## src/pkg/smc_pkg.sv

```systemverilog
// smc_pkg: constants for the smbus clock/configuration block.
// assumes an 8-bit special-register port at the documented address.
package smc_pkg;
   localparam logic [7:0] SMC_CFG_ADDR     = 8'hc1;
   localparam logic [7:0] SMC_CFG_RESET    = 8'h00;
   localparam int         SMC_BIT_ENABLE   = 7;
   localparam int         SMC_BIT_INHIBIT  = 6;
   localparam int         SMC_BIT_BUSY     = 5;
   localparam int         SMC_BIT_HOLDEXT  = 4;
   localparam int         SMC_BIT_SCLTO    = 3;
   localparam int         SMC_BIT_FREETO   = 2;
   localparam int         SMC_CS_HI        = 1;
   localparam int         SMC_CS_LO        = 0;
   localparam logic [7:0] SMC_WR_MASK      = 8'hdf;
   localparam int         SMC_FREE_PERIODS = 10;
   localparam int         SMC_LOW_TICKS    = 1;
   localparam int         SMC_HIGH_TICKS   = 2;
   localparam int         SMC_HOLD_NORMAL  = 1;
   localparam int         SMC_HOLD_EXT     = 4;
   typedef enum logic [1:0] {
      SMC_SRC_T0, SMC_SRC_T1, SMC_SRC_T2H, SMC_SRC_T2L
   } smc_src_t;
endpackage : smc_pkg

```

## src/hdl/smc_config_timing.sv

```systemverilog
// smc_config_timing: smbus configuration register, bus monitor and master
// scl timing. assumes timer overflow ticks are one-cycle pulses on i_clk and
// that the byte engine requests scl cycles and reports mastership.
`timescale 1ns/10ps
`default_nettype none
module smc_config_timing
   import smc_pkg::*;
(
   input  wire logic       i_clk,
   input  wire logic       i_resetn,
   input  wire logic       i_sfr_wr,
   input  wire logic       i_sfr_rd,
   input  wire logic [7:0] i_sfr_addr,
   input  wire logic [7:0] i_sfr_wdata,
   output logic      [7:0] o_sfr_rdata,
   input  wire logic       i_t0_ovf,
   input  wire logic       i_t1_ovf,
   input  wire logic       i_t2h_ovf,
   input  wire logic       i_t2l_ovf,
   input  wire logic       i_t3_split,
   input  wire logic       i_scl,
   input  wire logic       i_sda,
   output logic            o_scl_out,
   output logic            o_scl_oe,
   input  wire logic       i_master,
   input  wire logic       i_scl_run,
   input  wire logic       i_addr_match,
   input  wire logic       i_slave_irq,
   input  wire logic       i_master_irq,
   output logic            o_addr_ack,
   output logic            o_irq,
   output logic            o_start,
   output logic            o_stop,
   output logic            o_scl_rise,
   output logic            o_scl_fall,
   output logic            o_busy,
   output logic            o_enable,
   output logic            o_hold_extend,
   output logic      [2:0] o_sda_hold_ticks,
   output logic            o_t3_reload_hi,
   output logic            o_t3_reload_lo
);
   logic [7:0] cfg_reg;
   logic       busy_reg;
   logic       inh_active_reg;
   logic       scl_s, sda_s, scl_d_reg, sda_d_reg;
   logic       tick;
   logic [3:0] free_cnt_reg;
   logic [1:0] ph_cnt_reg;
   logic       free_to;
   logic       start_ev, stop_ev;
   logic       en;

   smc_sync u_scl (.i_clk(i_clk), .i_resetn(i_resetn), .i_pin(i_scl),
                   .o_level(scl_s));
   smc_sync u_sda (.i_clk(i_clk), .i_resetn(i_resetn), .i_pin(i_sda),
                   .o_level(sda_s));

   assign en = cfg_reg[SMC_BIT_ENABLE];

   // configuration register; busy bit reads hardware state
   always_ff @(posedge i_clk)
   begin
      if (!i_resetn)
         cfg_reg <= SMC_CFG_RESET;
      else if (i_sfr_wr && i_sfr_addr == SMC_CFG_ADDR)
         cfg_reg <= i_sfr_wdata & SMC_WR_MASK;
   end

   always_ff @(posedge i_clk)
   begin
      if (!i_resetn)
         o_sfr_rdata <= 8'h00;
      else if (i_sfr_rd && i_sfr_addr == SMC_CFG_ADDR)
      begin
         o_sfr_rdata               <= cfg_reg;
         o_sfr_rdata[SMC_BIT_BUSY] <= busy_reg;
      end
      else
         o_sfr_rdata <= 8'h00;
   end

   // tick selection, gated by role unless the free timeout is enabled
   always_comb
   begin
      unique case (smc_src_t'(cfg_reg[SMC_CS_HI:SMC_CS_LO]))
         SMC_SRC_T0:  tick = i_t0_ovf;
         SMC_SRC_T1:  tick = i_t1_ovf;
         SMC_SRC_T2H: tick = i_t2h_ovf;
         SMC_SRC_T2L: tick = i_t2l_ovf;
      endcase
      if (!(i_master || cfg_reg[SMC_BIT_FREETO]))
         tick = 1'b0;
   end

   always_ff @(posedge i_clk)
   begin
      if (!i_resetn)
      begin
         scl_d_reg <= 1'b1;
         sda_d_reg <= 1'b1;
      end
      else
      begin
         scl_d_reg <= scl_s;
         sda_d_reg <= sda_s;
      end
   end

   assign start_ev = en && scl_s && scl_d_reg && sda_d_reg && !sda_s;
   assign stop_ev  = en && scl_s && scl_d_reg && !sda_d_reg && sda_s;

   always_ff @(posedge i_clk)
   begin
      if (!i_resetn)
      begin
         o_start    <= 1'b0;
         o_stop     <= 1'b0;
         o_scl_rise <= 1'b0;
         o_scl_fall <= 1'b0;
      end
      else
      begin
         o_start    <= start_ev;
         o_stop     <= stop_ev;
         o_scl_rise <= en && scl_s && !scl_d_reg;
         o_scl_fall <= en && !scl_s && scl_d_reg;
      end
   end

   // free timeout: more than ten periods of both lines high
   always_ff @(posedge i_clk)
   begin
      if (!i_resetn || !en || !scl_s || !sda_s)
         free_cnt_reg <= 4'h0;
      else if (tick && free_cnt_reg <= 4'(SMC_FREE_PERIODS))
         free_cnt_reg <= free_cnt_reg + 4'h1;
   end
   assign free_to = cfg_reg[SMC_BIT_FREETO] && tick
                  && free_cnt_reg == 4'(SMC_FREE_PERIODS);

   always_ff @(posedge i_clk)
   begin
      if (!i_resetn || !en)
         busy_reg <= 1'b0;
      else if (start_ev)
         busy_reg <= 1'b1;
      else if (stop_ev || free_to)
         busy_reg <= 1'b0;
   end
   always_ff @(posedge i_clk)
   begin
      if (!i_resetn)
         o_busy <= 1'b0;
      else
         o_busy <= busy_reg;
   end

   // inhibit latched at start so an ongoing transfer is not cut short
   always_ff @(posedge i_clk)
   begin
      if (!i_resetn)
         inh_active_reg <= 1'b0;
      else if (start_ev)
         inh_active_reg <= cfg_reg[SMC_BIT_INHIBIT];
   end

   always_ff @(posedge i_clk)
   begin
      if (!i_resetn)
      begin
         o_addr_ack <= 1'b0;
         o_irq      <= 1'b0;
      end
      else
      begin
         o_addr_ack <= en && i_addr_match && !inh_active_reg;
         // master interrupts bypass the inhibit entirely
         o_irq <= en && (i_master_irq
                  || (i_slave_irq && !inh_active_reg));
      end
   end

   // master scl: low one tick, high two ticks; the low phase counts at once,
   // the high phase only once the line really sits high
   always_ff @(posedge i_clk)
   begin
      if (!i_resetn || !en || !i_master || !i_scl_run)
      begin
         o_scl_out  <= 1'b1;
         // oe moves with the drive level, never a cycle behind it
         o_scl_oe   <= 1'b0;
         ph_cnt_reg <= 2'h0;
      end
      else if (!o_scl_out)
      begin
         if (tick)
            ph_cnt_reg <= ph_cnt_reg + 2'h1;
         if (tick && ph_cnt_reg + 2'h1 >= 2'(SMC_LOW_TICKS))
         begin
            o_scl_out  <= 1'b1;
            o_scl_oe   <= 1'b0;
            ph_cnt_reg <= 2'h0;
         end
      end
      else if (!scl_s)
         ph_cnt_reg <= 2'h0;
      else if (tick)
      begin
         if (ph_cnt_reg + 2'h1 >= 2'(SMC_HIGH_TICKS))
         begin
            o_scl_out  <= 1'b0;
            o_scl_oe   <= 1'b1;
            ph_cnt_reg <= 2'h0;
         end
         else
            ph_cnt_reg <= ph_cnt_reg + 2'h1;
      end
   end
   always_ff @(posedge i_clk)
   begin
      if (!i_resetn)
      begin
         o_enable         <= 1'b0;
         o_hold_extend    <= 1'b0;
         o_sda_hold_ticks <= 3'(SMC_HOLD_NORMAL);
         o_t3_reload_hi   <= 1'b0;
         o_t3_reload_lo   <= 1'b0;
      end
      else
      begin
         o_enable      <= en;
         o_hold_extend <= cfg_reg[SMC_BIT_HOLDEXT];
         o_sda_hold_ticks <= cfg_reg[SMC_BIT_HOLDEXT]
                           ? 3'(SMC_HOLD_EXT) : 3'(SMC_HOLD_NORMAL);
         o_t3_reload_hi <= cfg_reg[SMC_BIT_SCLTO] && scl_s;
         o_t3_reload_lo <= cfg_reg[SMC_BIT_SCLTO] && scl_s
                           && !i_t3_split;
      end
   end
endmodule : smc_config_timing
`default_nettype wire

```

## src/hdl/smc_sync.sv

```systemverilog
// smc_sync: three-flop synchroniser for a pin, change taken when stages 2/3 agree.
// assumes the pin is asynchronous to i_clk.
`timescale 1ns/10ps
`default_nettype none
module smc_sync
(
   input  wire logic i_clk,
   input  wire logic i_resetn,
   input  wire logic i_pin,
   output logic      o_level
);
   logic [2:0] stage_reg;
   always_ff @(posedge i_clk)
   begin
      if (!i_resetn)
         stage_reg <= 3'h7;
      else
         stage_reg <= {stage_reg[1:0], i_pin};
   end
   always_ff @(posedge i_clk)
   begin
      if (!i_resetn)
         o_level <= 1'b1;
      else if (stage_reg[1] == stage_reg[2])
         o_level <= stage_reg[2];
   end
endmodule : smc_sync
`default_nettype wire

```

## config.mk

```make
export PLATFORM = sky130hd
export DESIGN_NAME = smc_config_timing
export DESIGN_NICKNAME = d
export VERILOG_FILES = /design/src/pkg/smc_pkg.sv /design/src/hdl/smc_config_timing.sv /design/src/hdl/smc_sync.sv
export SDC_FILE = /design/constraint.sdc
export NUM_CORES = 1
export LEC_CHECK = 0
export BUFFER_PORTS_ARGS = -buffer_cell sky130_fd_sc_hd__buf_2
export CAP_MARGIN = 20
export CELL_PAD_IN_SITES_DETAIL_PLACEMENT = 0
export CELL_PAD_IN_SITES_GLOBAL_PLACEMENT = 1
export CORE_MARGIN = 2
export CORE_UTILIZATION = 25
export CTS_BUF_LIST = sky130_fd_sc_hd__clkbuf_4
export CTS_CLUSTER_SIZE = 8
export DETAILED_ROUTE_END_ITERATION = 16
export MAX_ROUTING_LAYER = met4
export PLACE_DENSITY_LB_ADDON = 0.1
export SETUP_SLACK_MARGIN = 0.3
export SLEW_MARGIN = 5
export SYNTH_ARGS = -nofsm -noshare
export SYNTH_HDL_FRONTEND = slang
export SYNTH_SLANG_ARGS = --single-unit
export TNS_END_PERCENT = 5
```

## constraint.sdc

```tcl
create_clock -name i_clk -period 4.8 [get_ports i_clk]
set_input_delay 0.72 -clock i_clk [delete_from_list [all_inputs] [get_ports i_clk]]
set_output_delay 0.72 -clock i_clk [all_outputs]
set_load 0.03 [all_outputs]
```

==> flow_summary.ini <==
[place]
hpwlAfterDp_mm = 2.63
place_area_sq_um = 2030
post-place-ws_ps = 2350
gp_congestion = 0.758
port-buffer-count = 53

[logic_synthesis]
synth_cell_type_count = 33
synth-seq-cells = 47
avgSynthCellArea_sq_um = 9.81
syn_area_sq_um = 1700
yosysTopAreaCell = dfxtp_1
synth_most_common_cell = dfxtp_1
yosysWarnings = 0
seq_area_frac_synth_pct = 55.4
synth_common_cells = dfxtp_1 (47), inv_1 (17), nor2_1 (13)
synthTopCellsByArea = dfxtp_1 (55%), mux2i_1 (5.9%), inv_1 (3.8%)
synth_ff_type = dfxtp_1
synth_top_area_share_pct = 55.4
syn-num-nets = 209
async_flop_share_pct = 0
syn_inst = 173
synth_edf_count = 0

[floorplanning]
design.portCount = 56
coreArea_sq_um = 6680
dieWidth_um = 86.4
die_area_sq_um = 7470
initial_core_util_pct = 25.4
rows = 30
fp.dieH_um = 86.4

[global_route]
gr-total-overflow = 0
grt_max_degree = 27
track_usage_pct = 10.5
grt_pass1_wl_mm = 5.81
antenna_found_initial = 0
grt_pass1_vias = 1242

[worst_setup_path]
crit_path_end_kind = flip-flop
cp-start-kind = primary input
crit_type = in -> reg
r2r_start = cfg_reg[1]
required_ps = 5050
critPathMaxFanout = 7
arrival_ps = 2290
cp-startpoint = i_sfr_addr[1]

[pwr]
p_leak_nw = 0.958
power_density_nw_per_um2 = 309
ir_drop_mv = 0.0927
power.total_w = 0.000650

[timing]
fin_skew_ps = 9.96
slew_headroom_pct = 59.8
tightest_slew_ps = 603
report.final.slew_viol_count = 0
hold_viol = 0
rsz0062_at_grt = no
max_freq_mhz = 492
setup_viol = 0
fin_crit_ps = 2030
setup_slack_ps = 2770
tns_ps = 0
finalCritPeriodShare_pct = 42.4

[clock_network]
cts.path.max_buffers = 2
post-cts-setup-buffers = 0
cts.reportedPaths.clkPinSlew_ps = 130
clkLatencyLatePin_ps = 350
cts_tree = done
clock_sinks = 47
numCtsBuffers = 5
cts_resized = 0
hold_buffers = 0
cts-root-buf = clkbuf_4
htree_levels = 2

[final_layout]
nFillCells = 719
fin_area_sq_um = 2100
area_growth_pct = 23.7
largest_register_ff_count = 8
n_antenna_cell = 0
final_layout_size_suffix_gt1_share_pct = 26.9
post-route-util_pct = 31.4
nets = 263

[min_path]
worstHoldStart = u_scl.stage_reg[0]
hold_path.class = reg -> reg

[route]
topRoutingLayerUsed = met4
wl_mm = 3.56
vias = 1292
met1Wirelength_mm = 1.81
wl_per_cell_um = 11.6
vias_per_cell = 4.21
drt_iter0_drc = 42
first_pass_iters = 4
antenna_left = 0
met3WireLength_um = 204
drc = 0
dr_wl_met2_mm = 1.49

[outcome]
status = finished clean

[run]
drv_cap = 0
[cell type report]
cell class	instances	area, sq um	area share, %
inverters	17	63.8	3.04
clock buffers	6	45.0	2.14
clock inverters	1	30.0	1.43
well taps	80	100	4.76
flip-flops and latches	47	941	44.8
multi-input cells	103	656	31.2
repair buffers	53	265	12.6
[path summary, 6_finish.rpt]
kind                        end  slack, ps  cells past startpoint
max                  cfg_reg[0]       2770                      5
min          u_scl.stage_reg[1]        420                      1
max reg2reg     free_cnt_reg[2]       3200                      4
min reg2reg  u_scl.stage_reg[1]        420                      1
[layer usage]
metal	vias to the layer above	GRT usage (%)
met3	4	3.33
li1	682	-
met1	566	14.2
met2	40	14.6
met4	0	3.84
met5	-	-
[cell usage in the layout, fill, tap and decap left out, drive strengths merged, types with 2 or more instances in the layout]
cell,n
a21oi,9
and2,3
and3,5
buf,53
clkbuf,6
dfxtp,47
ha,4
inv,17
mux2i,10
nand2,7
nand2b,8
nand3,5
nand4,3
nor2,13
nor2b,9
nor3,2
nor3b,4
o211ai,2
o21ai,5
or4,2
[kinds of logic after synthesis]
| group | share of synthesized area, % |
|---|---|
| AOI/OAI and AO/OA | 8.77 |
| buffers and inverters | 5.97 |
| other | 0.221 |
| adders and majority gates | 2.95 |
| and+or+nand+nor | 20.8 |
| muxes | 5.90 |
| DFF | 55.4 |
[worst max-delay path, stage by stage]
cell and delay [ps]:
buf_2 90, or4b_1 530, or4_1 660, mux2i_1 230, nor2b_1 60
[where the power goes]
part	internal [W]	switching [W]	leakage [nW]	total, W
sequential	0.000392	0.000000908	0.380	0.000393
combinational	0.0000132	0.0000117	0.536	0.0000249
clock	0.000113	0.000118	0.0417	0.000232
[through the flow]
stage / hold WS (ps) / instances
final: 422 / 307
after global routing: 458 / 307
after CTS: 423 / 307
after detailed placement: 391 / 300
after global placement: 393 / 300
after floorplan: 386 / 173
Power figures use the tool's default switching activity.
